## src/cbo_defs.svh

```systemverilog
// Field positions, reset values and timing counts for the control byte block
`ifndef CBO_DEFS_SVH
`define CBO_DEFS_SVH

`define CBO_BYTE_BITS     8
`define CBO_UPPER_MSB     7
`define CBO_UPPER_LSB     3
`define CBO_SEL_MSB       2
`define CBO_SEL_RESET     3'h0
`define CBO_THR_RESET     8'h99
`define CBO_SEL_TEMP      3'h0
`define CBO_SEL_BANDGAP   3'h7
`define CBO_RESULT_BITS   10
`define CBO_CLK_MHZ       100
`define CBO_TEMP_CONV_US  27
`define CBO_ADC_CONV_US   9
`define CBO_TEMP_CONV_CYC (`CBO_TEMP_CONV_US * `CBO_CLK_MHZ)
`define CBO_ADC_CONV_CYC  (`CBO_ADC_CONV_US * `CBO_CLK_MHZ)
`define CBO_CNT_W         12

`endif

```

## src/cbo_pkg.sv

```systemverilog
// Types shared by the control byte and over-temperature alarm block
package cbo_pkg;

  typedef enum logic [1:0] {
    CBO_ST_IDLE = 2'b01,
    CBO_ST_CONV = 2'b10
  } cbo_state_t;

  typedef struct packed {
    logic       busy;
    logic       hold;
    logic       bandgap;
    logic       power_down;
  } cbo_conv_t;

  typedef struct packed {
    logic [4:0] upper;
    logic [2:0] sel;
  } cbo_ctl_byte_t;

endpackage

```

## src/cbo_alarm_regs.sv

```systemverilog
// Control byte decode, conversion timing and over-temperature alarm
//
// Function
// - A completed eight-bit serial write is the only way to load either register, and it goes to exactly one.
// - A byte with its upper five bits zero loads its low three bits into the channel select register only.
// - A byte with any upper bit set loads all eight bits into the threshold register only.
// - The channel select is three bits: 000 temperature, 001 to 100 inputs one to four, 111 band gap.
// - A conversion started with code 111 selected connects the converter to the band gap reference.
// - After reset the channel select holds zero, selecting the temperature sensor.
// - At the end of each temperature conversion the top eight result bits are compared with the threshold.
// - When those eight bits are strictly greater than the threshold the alarm output goes low.
// - The alarm returns high at the end of a serial read or when a new temperature is not above threshold.
// - After reset the threshold register holds 153, an alarm above 50 degrees.
// - A conversion starts on the falling convert start edge; still low at the end means power down.
// - A temperature conversion takes 27 us and an input channel conversion 9 us.
// - The end of a serial read is the rising edge of the read-write select input.
`timescale 1ns/1ps
`include "cbo_defs.svh"

module cbo_alarm_regs #(
  parameter int TEMP_CONV_CYC = `CBO_TEMP_CONV_CYC,
  parameter int ADC_CONV_CYC  = `CBO_ADC_CONV_CYC
) (
  input  wire logic                          clk_sys,
  input  wire logic                          rst_n,
  input  wire logic                          sclk,
  input  wire logic                          sdata_in,
  input  wire logic                          rd_wr,
  input  wire logic                          convert_start_n,
  input  wire logic [`CBO_RESULT_BITS-1:0]   adc_result,
  output logic      [2:0]                    channel_select,
  output logic                               overtemp_alarm_n,
  output cbo_pkg::cbo_conv_t                 conv_status
);
  import cbo_pkg::*;

  localparam int CW = `CBO_CNT_W;

  // Refuse lengths the down counter cannot hold
  // Zero would wrap the loaded count to all ones, the longest conversion
  if (TEMP_CONV_CYC < 1 || TEMP_CONV_CYC >= (1 << CW) ||
      ADC_CONV_CYC < 1 || ADC_CONV_CYC >= (1 << CW)) begin : g_bad_counts
    $error("conversion counts do not fit the counter");
  end

  // Pin synchronisers; stage one feeds stage two only
  logic [3:0] sync1_reg;
  logic [3:0] sync2_reg;
  logic       sclk_d_reg;
  logic       rw_d_reg;
  logic       conv_d_reg;
  logic       sclk_s;
  logic       din_s;
  logic       rw_s;
  logic       conv_s;

  always_ff @(posedge clk_sys or negedge rst_n) begin
    if (!rst_n) begin
      sync1_reg  <= 4'hd;
      sync2_reg  <= 4'hd;
      sclk_d_reg <= 1'b1;
      rw_d_reg   <= 1'b0;
      conv_d_reg <= 1'b1;
    end else begin
      sync1_reg  <= {sclk, sdata_in, rd_wr, convert_start_n};
      sync2_reg  <= sync1_reg;
      sclk_d_reg <= sync2_reg[3];
      rw_d_reg   <= sync2_reg[1];
      conv_d_reg <= sync2_reg[0];
    end
  end

  assign sclk_s = sync2_reg[3];
  assign din_s  = sync2_reg[2];
  assign rw_s   = sync2_reg[1];
  assign conv_s = sync2_reg[0];

  // Edge history resets to pin idle levels, so release makes no false edge
  logic sclk_rise;
  logic rw_edge;
  logic read_end;
  logic conv_fall;

  assign sclk_rise = sclk_s && !sclk_d_reg;
  assign rw_edge   = rw_s != rw_d_reg;
  assign read_end  = rw_s && !rw_d_reg;
  assign conv_fall = !conv_s && conv_d_reg;

  // Serial write receiver, MSB first; a read-write change restarts the byte
  // Count wraps to zero on the eighth bit, ready for the next byte
  logic [6:0]    shift_reg;
  logic [2:0]    bit_cnt_reg;
  logic          byte_done_reg;
  cbo_ctl_byte_t ctl_byte_reg;

  always_ff @(posedge clk_sys or negedge rst_n) begin
    if (!rst_n) begin
      shift_reg     <= 7'h00;
      bit_cnt_reg   <= 3'h0;
      byte_done_reg <= 1'b0;
      ctl_byte_reg  <= 8'h00;
    end else begin
      byte_done_reg <= 1'b0;
      if (rw_edge) begin
        bit_cnt_reg <= 3'h0;
      end else if (sclk_rise && !rw_s) begin
        shift_reg   <= {shift_reg[5:0], din_s};
        bit_cnt_reg <= bit_cnt_reg + 3'h1;
        if (bit_cnt_reg == 3'h7) begin
          byte_done_reg <= 1'b1;
          ctl_byte_reg  <= {shift_reg, din_s};
        end
      end
    end
  end

  // Byte routing to one of two registers
  logic [7:0] threshold_reg;
  logic       upper_zero;

  assign upper_zero = ctl_byte_reg.upper == 5'h00;

  always_ff @(posedge clk_sys or negedge rst_n) begin
    if (!rst_n) begin
      channel_select <= `CBO_SEL_RESET;
      threshold_reg  <= `CBO_THR_RESET;
    end else if (byte_done_reg) begin
      if (upper_zero) begin
        channel_select <= ctl_byte_reg.sel;
      end else begin
        threshold_reg <= ctl_byte_reg;
      end
    end
  end

  // Conversion sequencer; host keeps acquisition spacing, so no start guard here
  cbo_state_t      state_reg;
  logic [CW-1:0]   cnt_reg;
  logic [2:0]      chan_q_reg;
  logic            conv_end_reg;

  always_ff @(posedge clk_sys or negedge rst_n) begin
    if (!rst_n) begin
      state_reg    <= CBO_ST_IDLE;
      cnt_reg      <= '0;
      chan_q_reg   <= `CBO_SEL_TEMP;
      conv_end_reg <= 1'b0;
      conv_status  <= '0;
    end else begin
      conv_end_reg <= 1'b0;
      case (state_reg)
        CBO_ST_IDLE: begin
          if (conv_fall) begin
            state_reg              <= CBO_ST_CONV;
            chan_q_reg             <= channel_select;
            cnt_reg                <= (channel_select == `CBO_SEL_TEMP) ?
                                      CW'(TEMP_CONV_CYC - 1) : CW'(ADC_CONV_CYC - 1);
            conv_status.busy       <= 1'b1;
            conv_status.hold       <= 1'b1;
            conv_status.power_down <= 1'b0;
            conv_status.bandgap    <= channel_select == `CBO_SEL_BANDGAP;
          end
        end
        CBO_ST_CONV: begin
          if (cnt_reg == '0) begin
            state_reg              <= CBO_ST_IDLE;
            conv_end_reg           <= 1'b1;
            conv_status.busy       <= 1'b0;
            conv_status.hold       <= 1'b0;
            conv_status.bandgap    <= 1'b0;
            conv_status.power_down <= !conv_s;
          end else begin
            cnt_reg <= cnt_reg - CW'(1);
          end
        end
        default: begin
          state_reg <= CBO_ST_IDLE;
        end
      endcase
    end
  end

  // Result is sampled one cycle after the sequencer ends, core output then settled
  logic       temp_end;
  logic [7:0] result_hi;
  logic       over;

  assign temp_end  = conv_end_reg && chan_q_reg == `CBO_SEL_TEMP;
  assign result_hi = adc_result[`CBO_RESULT_BITS-1 -: 8];
  assign over      = result_hi > threshold_reg;

  // New over-threshold result wins over a simultaneous read end
  always_ff @(posedge clk_sys or negedge rst_n) begin
    if (!rst_n) begin
      overtemp_alarm_n <= 1'b1;
    end else if (temp_end && over) begin
      overtemp_alarm_n <= 1'b0;
    end else if (temp_end || read_end) begin
      overtemp_alarm_n <= 1'b1;
    end
  end

  // Helper for the duration check
  // One bit wider than the down counter, so a stuck busy still shows
  logic [CW:0] busy_len_reg;

  always_ff @(posedge clk_sys or negedge rst_n) begin
    if (!rst_n) begin
      busy_len_reg <= '0;
    end else if (conv_status.busy) begin
      busy_len_reg <= busy_len_reg + (CW+1)'(1);
    end else begin
      busy_len_reg <= '0;
    end
  end

  sel_write_a: assert property (@(posedge clk_sys) disable iff (!rst_n)
    byte_done_reg && upper_zero |=>
      channel_select == $past(ctl_byte_reg.sel) && $stable(threshold_reg))
    else $error("channel select write wrong");

  thr_write_a: assert property (@(posedge clk_sys) disable iff (!rst_n)
    byte_done_reg && !upper_zero |=>
      threshold_reg == $past(ctl_byte_reg) && $stable(channel_select))
    else $error("threshold write wrong");

  no_stray_write_a: assert property (@(posedge clk_sys) disable iff (!rst_n)
    !byte_done_reg |=> $stable(channel_select) && $stable(threshold_reg))
    else $error("register changed without a write");

  alarm_set_a: assert property (@(posedge clk_sys) disable iff (!rst_n)
    temp_end && over |=> !overtemp_alarm_n)
    else $error("alarm not raised");

  alarm_clear_a: assert property (@(posedge clk_sys) disable iff (!rst_n)
    (read_end && !temp_end) || (temp_end && !over) |=> overtemp_alarm_n)
    else $error("alarm not released");

  other_chan_a: assert property (@(posedge clk_sys) disable iff (!rst_n)
    !temp_end && !read_end |=> $stable(overtemp_alarm_n))
    else $error("alarm moved without cause");

  conv_time_a: assert property (@(posedge clk_sys) disable iff (!rst_n)
    $fell(conv_status.busy) |->
      busy_len_reg == ((chan_q_reg == `CBO_SEL_TEMP) ? TEMP_CONV_CYC : ADC_CONV_CYC))
    else $error("conversion length wrong");

  conv_start_a: assert property (@(posedge clk_sys) disable iff (!rst_n)
    conv_fall && state_reg == CBO_ST_IDLE |=>
      conv_status.busy && conv_status.hold && !conv_status.power_down)
    else $error("conversion did not start");

  bandgap_a: assert property (@(posedge clk_sys) disable iff (!rst_n)
    $rose(conv_status.busy) |->
      conv_status.bandgap == (chan_q_reg == `CBO_SEL_BANDGAP))
    else $error("band gap select wrong");

  power_down_a: assert property (@(posedge clk_sys) disable iff (!rst_n)
    $fell(conv_status.busy) |-> conv_status.power_down == !$past(conv_s))
    else $error("power down decision wrong");

  // Serial and sequencer guards below see the synchronised pins only
  byte_len_a: assert property (@(posedge clk_sys) disable iff (!rst_n)
    byte_done_reg |-> $past(bit_cnt_reg) == 3'h7 && bit_cnt_reg == 3'h0)
    else $error("byte completed early");

  read_ignore_a: assert property (@(posedge clk_sys) disable iff (!rst_n)
    sclk_rise && rw_s && !rw_edge |=> $stable(bit_cnt_reg) && !byte_done_reg)
    else $error("bit taken during a read");

  rw_restart_a: assert property (@(posedge clk_sys) disable iff (!rst_n)
    rw_edge |=> bit_cnt_reg == 3'h0 && !byte_done_reg)
    else $error("partial byte survived a read-write change");

  conv_keep_a: assert property (@(posedge clk_sys) disable iff (!rst_n)
    state_reg == CBO_ST_CONV && cnt_reg != '0 |=>
      state_reg == CBO_ST_CONV && conv_status.busy && $stable(chan_q_reg))
    else $error("conversion cut short or channel moved");

  state_onehot_a: assert property (@(posedge clk_sys) disable iff (!rst_n)
    $onehot(state_reg))
    else $error("sequencer state not one-hot");

  bandgap_idle_a: assert property (@(posedge clk_sys) disable iff (!rst_n)
    !conv_status.busy |-> !conv_status.bandgap && !conv_status.hold)
    else $error("band gap or hold left on");

  conv_load_a: assert property (@(posedge clk_sys) disable iff (!rst_n)
    $rose(conv_status.busy) |->
      cnt_reg == ((chan_q_reg == `CBO_SEL_TEMP) ?
                  CW'(TEMP_CONV_CYC - 1) : CW'(ADC_CONV_CYC - 1)))
    else $error("conversion length not loaded");

  input_chan_a: assert property (@(posedge clk_sys) disable iff (!rst_n)
    conv_end_reg && chan_q_reg != `CBO_SEL_TEMP && !read_end |=>
      $stable(overtemp_alarm_n))
    else $error("input channel moved the alarm");

endmodule // cbo_alarm_regs

```

## config.mk

```make
export PLATFORM = sky130hd
export DESIGN_NAME = cbo_alarm_regs
export DESIGN_NICKNAME = d
export VERILOG_FILES = /design/src/cbo_pkg.sv /design/src/cbo_alarm_regs.sv
export VERILOG_INCLUDE_DIRS = /design/src
export SDC_FILE = /design/constraint.sdc
export NUM_CORES = 1
export LEC_CHECK = 0
export BUFFER_PORTS_ARGS = -buffer_cell sky130_fd_sc_hd__buf_4
export CORE_UTILIZATION = 35
export DETAILED_ROUTE_END_ITERATION = 10
export GPL_ROUTABILITY_DRIVEN = 0
export SYNTH_ARGS = -nofsm -noshare
export SYNTH_HDL_FRONTEND = slang
export SYNTH_SLANG_ARGS = --single-unit
```

## constraint.sdc

```tcl
create_clock -name clk_sys -period 3.9 [get_ports clk_sys]
set_clock_uncertainty 0.2 [all_clocks]
set_input_delay 0.195 -clock clk_sys [delete_from_list [all_inputs] [get_ports clk_sys]]
set_output_delay 0.195 -clock clk_sys [all_outputs]
set_load 0.005 [all_outputs]
```

Yosys cells after proc, flatten, opt, wreduce, memory -nomap -nowiden --
Index checks and enable logic that the tools add are counted.
Word-level totals: word-level logic and storage cells 79, output and inout port bits 8, flip-flop bits (word level) 64, bits of input ports 16
Operators by class: magnitude comparators 1, reductions and logical operators 26, multiplexer cells 19, bitwise operators 2, add/subtract/negate cells 2, equal/unequal tests 8
Operators with widths (count):
- $mux W12 | 3
- $pmux W12 S2 | 1
- $logic_not A12 Y1 | 1
- $sub A12 B1 Y12 const B | 1
- $reduce_and A2 Y1 | 5
- $reduce_and A3 Y1 | 3
- $gt A8 B8 Y1 | 1
- $mux W4 | 2
- $pmux W4 S2 | 1
- $mux W1 | 7
- $eq A3 B3 Y1 const B | 2
- $logic_and A1 B1 Y1 | 6
- $logic_not A3 Y1 | 2
- $mux W3 | 2
- $ne A2 B2 Y1 const B | 3
- $reduce_bool A2 Y1 | 3
- $logic_not A5 Y1 | 1
- $logic_not A1 Y1 | 4
- $mux W2 | 2
- $pmux W2 S2 | 1
- $add A3 B1 Y3 const B | 1
- $eq A2 B1 Y1 const B | 1
- $eq A2 B2 Y1 const B | 1
- $not A1 Y1 | 2
- other kinds (2) | 2

Depth between registers and ports, before layout --
Gate-level depths: netlist of run 1.
depth after elaboration 5, depth in mapped cells 7, depth with buffers taken out 6

Least setup slack after synthesis of run 1 --
OpenSTA, ideal clock, no wires.
kind reg-to-reg, start reg cnt_reg[0], end reg cnt_reg[8], clock period less this slack 2.215 ns, cell stages (with the launch flop) 7, library setup time 0.104 ns, buffers on the path 0, data arrival time 1.912 ns, data required time 3.596 ns, path slack 1.685 ns, cells stage by stage dfrtp_1 > inv_1 > ha_1 > or4b_4 > a211oi_2 > mux2_1 > a221oi_1
Between the ends: longest elaborated chain between the ends 3, elaborated cells on any way between the ends 6, classes of those cells add/sub (1); eq/ne (1); mux (2); reduce/logical (2)
RTL lines:
- from (decl) | RTL line cbo_alarm_regs.sv:138 | logic [CW-1:0] cnt_reg;
- from (signal assigned) | RTL line cbo_alarm_regs.sv:156 | cnt_reg <= (channel_select == `CBO_SEL_TEMP) ?
- from (signal assigned) | RTL line cbo_alarm_regs.sv:173 | cnt_reg <= cnt_reg - CW'(1);
- $sub A12 B1 Y12 / $logic_not A12 Y1 (equally long branches) | RTL line cbo_alarm_regs.sv:173, cbo_alarm_regs.sv:165
- $mux W12 / $ne A2 B2 Y1 (equally long branches)
- $pmux W12 S2 / $reduce_and A3 Y1 (equally long branches)
Several ways; a longest one is shown, not always the timed one. The select of a mux whose other input is x is not followed. A chain may end at the register's enable or synchronous reset.

Worst setup path in the final report of run 1 --
Same ends and word-level chain as after synthesis.

==> results of run 1 <==
## metal layers
layer	vias up	track usage (%)
met5	-	0
met4	0	6.343
met3	6	3.589
met2	40	18.21
met1	959	18.69
li1	973	-
## logic make-up after synthesis
group / Yosys count
mux: 28
buf+inv: 29
simple gates: 63
xor+xnor: 1
fa+ha+maj: 15
compound gates: 51
flops: 63
## power breakdown
part / total [mW] / internal, mW / switching (mW)
Combinational: 0.335 / 0.134 / 0.201
Clock: 0.626 / 0.361 / 0.265
Sequential: 0.776 / 0.719 / 0.0570
Total: 1.74 / 1.21 / 0.523
## Yosys cell counts, types with 2 or more instances
cell	instances	area (µm²)
o221ai_1	2	17.52
mux2i_1	2	20.02
o31ai_1	2	15.01
a22o_1	5	43.79
dfstp_2	14	367.9
mux2_1	2	22.52
o211ai_1	2	15.01
buf_6	3	33.78
and2_1	3	18.77
a21o_1	5	37.54
inv_1	17	63.81
mux2_2	24	270.3
nand2_1	15	56.30
nor4_1	2	12.51
nor3_1	3	15.01
a211oi_1	2	15.01
o22a_1	2	17.52
clkbuf_1	2	7.510
a41oi_1	2	17.52
ha_1	15	187.7
nor2b_1	4	25.02
a21oi_1	12	60.06
buf_4	5	37.54
nand4_1	2	12.51
dfrtp_1	49	1226
o21ai_0	3	15.01
nand3_1	4	20.02
nand2b_1	2	12.51
nand4b_1	4	35.03
nor2_1	7	26.28
## final cells by class
type	count	area share (%)
clock inverter	7	2.758
sequential	63	45.05
multi-input combinational	158	37.09
clock buffer	9	3.501
timing repair buffer	27	6.082
inverter	17	1.803
tap	105	3.713
## path summary, 6_finish.rpt
path                                        startpoint                      endpoint  slack [ns]  depth (start not counted)
worst max-delay path            cnt_reg[0]$_DFFE_PN0P_        cnt_reg[8]$_DFFE_PN0P_        1.49                          6
worst min-delay path                     adc_result[9]  overtemp_alarm_n$_DFFE_PN1P_        0.08                          5
worst max register to register  cnt_reg[0]$_DFFE_PN0P_        cnt_reg[8]$_DFFE_PN0P_        1.49                          6
worst min register to register  sync1_reg[1]$_DFF_PN0_        sync2_reg[1]$_DFF_PN0_        0.15                          0
max in group asynchronous                        rst_n     chan_q_reg[1]$_DFFE_PN0P_        2.72                          2
min in group asynchronous                        rst_n        cnt_reg[2]$_DFFE_PN0P_        0.28                          2
## critical path: cells and delay by family, from the launching register on
family / cells / cell delay [ns]
AO/OA/AOI/OAI: 2 / 0.47
buffers and inverters: 1 / 0.10
adder cells (fa/ha/maj): 1 / 0.26
flip-flops: 1 / 0.43
multiplexers: 1 / 0.35
AND/OR/NAND/NOR: 1 / 0.50
==> results.cfg, run 1 <==
[outcome]
status = complete, no violations

[clock_tree]
cts.sinks = 63
cts_tree = done
clk_latency_ns = 0.34
cts_setup_buffers = 0
post_cts_resize_count = 0
cts-root-buf = clkbuf_8
path_clk_slew_ns = 0.08
h-tree-depth = 3
cts_hold_repair.buffers = 5
cts_buffers = 9
clockBufferDepth = 2

[routing]
wl_met2_mm = 2.236
vias = 1978
wl_met3_um = 217
drcViolationCount = 0
dr.first_iter.drc_count = 193
routed_wl_mm = 5.229
met1Wirelength_mm = 2.675
wire_per_inst_um = 13.55
dr.pass1.iters = 4
antenna_left = 0
avgViaCountPerCell = 5.124
routed.top_layer = met4

[placed_design]
place_ws_ns = 1.488
dp.cells = 365
dp_hpwl_mm = 3.580
place_area_mm2 = 0.003267
io_buffers = 21

[power]
leakage_nw = 1.586
ir_drop_mv = 0.1975
p_per_area_mw_per_mm2 = 490.6
power_mw = 1.736

[floorplanning]
die-area_mm2 = 0.009130
coreArea_mm2 = 0.008341
rows = 33
boundaryPins = 24
die_h_um = 95.55
fp.dieW_um = 95.55
start_util_pct = 36.72

[global_routing]
grt_pass1_wl_mm = 9.039
grt_overflow = 0
groute.usage.overall_pct = 13.12
grt_max_degree = 64
first_global_vias = 1864
antenna_found_initial = 0

[critical_path]
crit_chain = inv_1, ha_1, or4b_4, a211oi_2, mux2_1, a221oi_1
cp_max_fo = 6
crit_type = flop to flop
crit_required_ns = 3.93
cpPeakStageDelay_ns = 0.50
cp.arrival_ns = 2.44
end_kind = flop
startpoint_type = flop
worst_path_max_delay_cell = or4b_4

[logic_synthesis]
async_flop_share_pct = 100.0
yosys.area_share.simple_pct = 13.40
yosysSeqAreaShare_pct = 52.04
synth_edf_count = 0
synth_adder_area_share_pct = 6.127
ys_types = 64
synth_cells = 250
synthMuxAreaShare_pct = 10.21
synth_top_family_by_area = simple AND/OR/NAND/NOR gates
synth_compound_area_share_pct = 12.83
ys.flop_type = dfrtp_1
avgSynthCellArea_um2 = 12.25
synth_xor_area_share_pct = 0.2859
synth_area_mm2 = 0.003063
yosys_warnings = 0
ys_ff_latch = 63
mappedNetlistNets = 281

[sta]
rsz0062_at_grt = false
max-slew-margin-rel_pct = 48.82
worstMarginPinSlew_ns = 0.7677
whs_ns = 0.07941
clock.fmax_ghz = 0.4158
hold_viol_final = 0
period_needed_ns = 2.405
maxSlewViolCount = 0
setup_viol = 0
tns_ns = 0
period_share_pct = 61.67
finalWorstSetupSlack_ns = 1.495

[cells_and_area]
regArea_mm2 = 0.001594
largest_reg_flops = 12
postLayoutCellArea_mm2 = 0.003538
diodes = 0
n_fill_cell = 813
fin_util_pct = 42.42
drive_gt1_share_pct = 32.38
instances_no_fill = 386
syn_to_final_growth_pct = 15.52
finalNetCount = 307
final_common_cell = dfrtp_1
final_cell_mix = dfrtp_1, mux2_2, buf_4, inv_1
multiInputGateArea_mm2 = 0.001313

[hold_path]
min_path_type = input port to flop

[run]
maxCapViolCount = 0
No activity file was read; power rests on OpenSTA's default activity.
==> run 2: changes to the inputs <==
==> constraint.sdc (replaced) <==
create_clock -name clk_sys -period 2.5 [get_ports clk_sys]
set_clock_uncertainty 0.2 [all_clocks]
set_input_delay 0.125 -clock clk_sys [delete_from_list [all_inputs] [get_ports clk_sys]]
set_output_delay 0.125 -clock clk_sys [all_outputs]
set_load 0.005 [all_outputs]
==> results.cfg, run 2 (synthesis results as in run 1) <==
[clock_tree]
path_clk_slew_ns = 0.06
h-tree-depth = 3
clk_latency_ns = 0.34
cts.sinks = 63
cts_setup_buffers = 0
clockBufferDepth = 2
cts_buffers = 9
cts_tree = done
cts-root-buf = clkbuf_8

[cells_and_area]
finalNetCount = 309
drive_gt1_share_pct = 33.22
final_common_cell = dfrtp_1
fin_util_pct = 43.29
final_cell_mix = dfrtp_1, mux2_2, buf_4, inv_1, nand2_1
instances_no_fill = 388
syn_to_final_growth_pct = 17.89
diodes = 0
postLayoutCellArea_mm2 = 0.003611
n_fill_cell = 811
largest_reg_flops = 12

[power]
clkPwrFrac_pct = 40.0
leakage_nw = 1.623
p_switching_mw = 0.8157
power_mw = 2.960
ir_drop_mv = 0.2863
p_per_area_mw_per_mm2 = 819.7
p_seq_share_pct = 41.1
swShare_pct = 27.56
p_int_mw = 2.144
combPwrFrac_pct = 18.9

[global_routing]
grt_overflow = 0
grt_pass1_wl_mm = 9.418
groute.usage.overall_pct = 14.00
antenna_found_initial = 0
grt_max_degree = 64
first_global_vias = 1890

[floorplanning]
die_h_um = 95.55
coreArea_mm2 = 0.008341
start_util_pct = 36.72
fp.dieW_um = 95.55
boundaryPins = 24
die-area_mm2 = 0.009130
rows = 33

[hold_path]
hold_depth = 5
min_path_type = input port to flop

[critical_path]
startpoint_type = flop
rr_worst_depth = 6
end_kind = flop
crit_required_ns = 2.54
crit_type = flop to flop
cp_max_fo = 6
cp.arrival_ns = 2.37

[sta]
finalWorstSetupSlack_ns = 0.1792
period_share_pct = 92.83
max-slew-margin-rel_pct = 47.44
maxSlewViolCount = 0
worstMarginPinSlew_ns = 0.7883
tns_ns = 0
clock.fmax_ghz = 0.4309
hold_viol_final = 0
rsz0062_at_grt = false
period_needed_ns = 2.321
whs_ns = 0.05100
setup_viol = 0

[routing]
dr.first_iter.drc_count = 104
antenna_left = 0
wire_per_inst_um = 14.20
dr.pass1.iters = 4
routed_wl_mm = 5.509
avgViaCountPerCell = 5.116
vias = 1985
drcViolationCount = 0

[placed_design]
dp.cells = 367
dp_hpwl_mm = 3.751
place_area_mm2 = 0.003282
place_ws_ns = 0.1044
io_buffers = 21

[run]
maxCapViolCount = 0

[outcome]
status = complete, no violations
[run 2: worst paths after layout]
path	slack, ns	startpoint	end
setup reg to reg	0.18	cnt_reg[0]$_DFFE_PN0P_	cnt_reg[8]$_DFFE_PN0P_
min in group asynchronous	0.19	rst_n	cnt_reg[0]$_DFFE_PN0P_
setup / recovery	0.18	cnt_reg[0]$_DFFE_PN0P_	cnt_reg[8]$_DFFE_PN0P_
hold reg to reg	0.15	sync1_reg[1]$_DFF_PN0_	sync2_reg[1]$_DFF_PN0_
max in group asynchronous	1.36	rst_n	ctl_byte_reg[0]$_DFFE_PN0P_
hold / removal	0.05	adc_result[9]	overtemp_alarm_n$_DFFE_PN1P_
[run 2: worst max-delay path: stages, from the launching register on]
cell	delay, ns
dfrtp_1	0.43
inv_1	0.10
ha_2	0.23
or4b_4	0.49
a211oi_2	0.22
mux2_1	0.36
a221oi_2	0.21
[run 2: repair_timing]
action | CTS | global route
gates resized for setup | 0 | 2
hold endpoints to repair | 53 | 0
setup endpoints to repair | 0 | 1
hold buffers | 5 | 0
[run 2: power groups by stage]
stage | Clock (mW) | Combinational (mW) | Sequential, mW
6_report | 1.18 | 0.560 | 1.22
3_5_place_dp | 0 | 0.539 | 1.23
3_3_place_gp | 0 | 0.538 | 1.23
4_1_cts | 1.21 | 0.546 | 1.22
5_1_grt | 1.27 | 0.634 | 1.23
2_1_floorplan | 0 | 0.476 | 1.19
[run 2: area by class of cell]
cell class              count  area, µm²  area share (%)
clock buffers              11      141.4           3.915
clock inverters             5      128.9           3.569
inverters                  17      63.81           1.767
multi-input cells         158       1321           36.59
flip-flops and latches     63       1594           44.14
well taps                 105      131.4           3.638
repair buffers             29      230.2           6.376
[run 2: metal layers]
metal	global-route usage, %	vias up	share of wire, %	wire length, µm
met5	0	-	0	0
met4	7.463	0	2.0	110
met3	3.828	9	3.9	213
met2	18.99	36	43	2359
met1	20.07	970	51	2825
li1	-	970	-	-
==> run 3: changes to the inputs <==
==> constraint.sdc (replaced) <==
create_clock -name clk_sys -period 2.5 [get_ports clk_sys]
set_clock_uncertainty 0.2 [all_clocks]
set_input_delay 0.375 -clock clk_sys [delete_from_list [all_inputs] [get_ports clk_sys]]
set_output_delay 0.375 -clock clk_sys [all_outputs]
set_load 0.005 [all_outputs]
==> results.cfg, run 3 (synthesis results as in run 1) <==
[floorplanning]
coreArea_mm2 = 0.008341
die-area_mm2 = 0.009130
boundaryPins = 24
start_util_pct = 36.72
die_h_um = 95.55
fp.dieW_um = 95.55
rows = 33

[sta]
period_share_pct = 94.37
clock.fmax_ghz = 0.4239
period_needed_ns = 2.359
setup_viol = 0
max-slew-margin-rel_pct = 48.56
tns_ns = 0
whs_ns = 0.1506
worstMarginPinSlew_ns = 0.7716
maxSlewViolCount = 0
hold_viol_final = 0
rsz0062_at_grt = false

[placed_design]
place_area_mm2 = 0.003282
io_buffers = 21
dp_hpwl_mm = 3.694

[critical_path]
crit_type = flop to flop
crit_path_start = cnt_reg[0]$_DFFE_PN0P_
cp.arrival_ns = 2.38
end_kind = flop
rr_startpoint = cnt_reg[0]$_DFFE_PN0P_
startpoint_type = flop
crit_required_ns = 2.52
cp_max_fo = 6

[routing]
routed_wl_mm = 5.247
routed.top_layer = met4
dr.pass1.iters = 6
wl_met3_um = 161
wire_per_inst_um = 13.52
avgViaCountPerCell = 5.108
vias = 1982
antenna_left = 0
drcViolationCount = 0
met1Wirelength_mm = 2.684
wl_met2_mm = 2.317
dr.first_iter.drc_count = 144

[cells_and_area]
multiInputGateArea_mm2 = 0.001313
diodes = 0
fin_util_pct = 42.59
drive_gt1_share_pct = 32.86
final_cell_mix = dfrtp_1, mux2_2, buf_4, inv_1
largest_reg_flops = 12
syn_to_final_growth_pct = 15.97
final_common_cell = dfrtp_1
finalNetCount = 309
regArea_mm2 = 0.001594
postLayoutCellArea_mm2 = 0.003552
n_fill_cell = 798

[clock_tree]
h-tree-depth = 3
cts.sinks = 63
cts-root-buf = clkbuf_8
clockBufferDepth = 2
cts_buffers = 9
cts_tree = done
clk_latency_ns = 0.33
path_clk_slew_ns = 0.07
post_cts_resize_count = 0

[run]
maxCapViolCount = 0

[global_routing]
grt_overflow = 0
first_global_vias = 1891
grt_max_degree = 64
grt_pass1_wl_mm = 8.935
antenna_found_initial = 0
groute.usage.overall_pct = 13.00

[power]
p_per_area_mw_per_mm2 = 758.0
leakage_nw = 1.594
ir_drop_mv = 0.3670
power_mw = 2.692

[outcome]
status = complete, no violations

[hold_path]
min_path_type = flop to flop
min-delay-start = sync1_reg[1]$_DFF_PN0_
[run 3: changes by cell type in the layout (fill, tap and decap cells not counted), sizes merged]
cell	previous run	this run
bufinv	4	2
clkbuf	11	9
clkinvlp	0	3
inv	17	18
[run 3: worst paths after layout]
| kind | end | slack, ns | depth (start not counted) |
|---|---|---|---|
| setup reg to reg | cnt_reg[8]$_DFFE_PN0P_ | 0.14 | 6 |
| hold reg to reg | sync2_reg[1]$_DFF_PN0_ | 0.15 | 0 |
| setup / recovery | cnt_reg[8]$_DFFE_PN0P_ | 0.14 | 6 |
| min in group asynchronous | cnt_reg[7]$_DFFE_PN0P_ | 0.44 | 2 |
| max in group asynchronous | shift_reg[3]$_DFFE_PN0P_ | 1.13 | 2 |
| hold / removal | sync2_reg[1]$_DFF_PN0_ | 0.15 | 0 |
[run 3: per-layer routing]
metal  track usage (%)  vias up
met5                 0        -
met4             7.090        0
met3             2.472        9
met2             19.82       28
met1             17.40      961
li1                  -      984
[run 3: where the power goes]
group	switching [mW]	total, mW	internal (mW)
clock	0.393	0.955	0.562
sequential	0.0947	1.22	1.12
combinational	0.313	0.522	0.209
total	0.800	2.69	1.89
[run 3: worst max-delay path, cell delays in order, from the launching register on]
cell      delay (ns)
dfrtp_1         0.43
inv_1           0.10
ha_1            0.21
or4b_4          0.49
a211oi_2        0.22
mux2_1          0.34
a221oi_1        0.27
[run 3: timing repair]
item | CTS | global route
hold endpoints to repair | 53 | 0
buffers inserted | 0 | 0
hold buffers | 5 | 0
[run 3: area by class of cell]
| type | count | area share, % |
|---|---|---|
| repair buffers | 29 | 6.481 |
| flip-flops and latches | 63 | 44.87 |
| well taps | 105 | 3.698 |
| inverters | 17 | 1.796 |
| multi-input cells | 158 | 36.95 |
| clock inverters | 7 | 2.712 |
| clock buffers | 9 | 3.487 |
[run 3: through the flow]
step / setup slack [ns] / instances
after floorplan: 0.2845 / 250
after global placement: 0.2198 / 367
after detailed placement: 0.1326 / 367
after CTS: 0.09131 / 388
after global routing: 0.03745 / 388
final: 0.1407 / 388
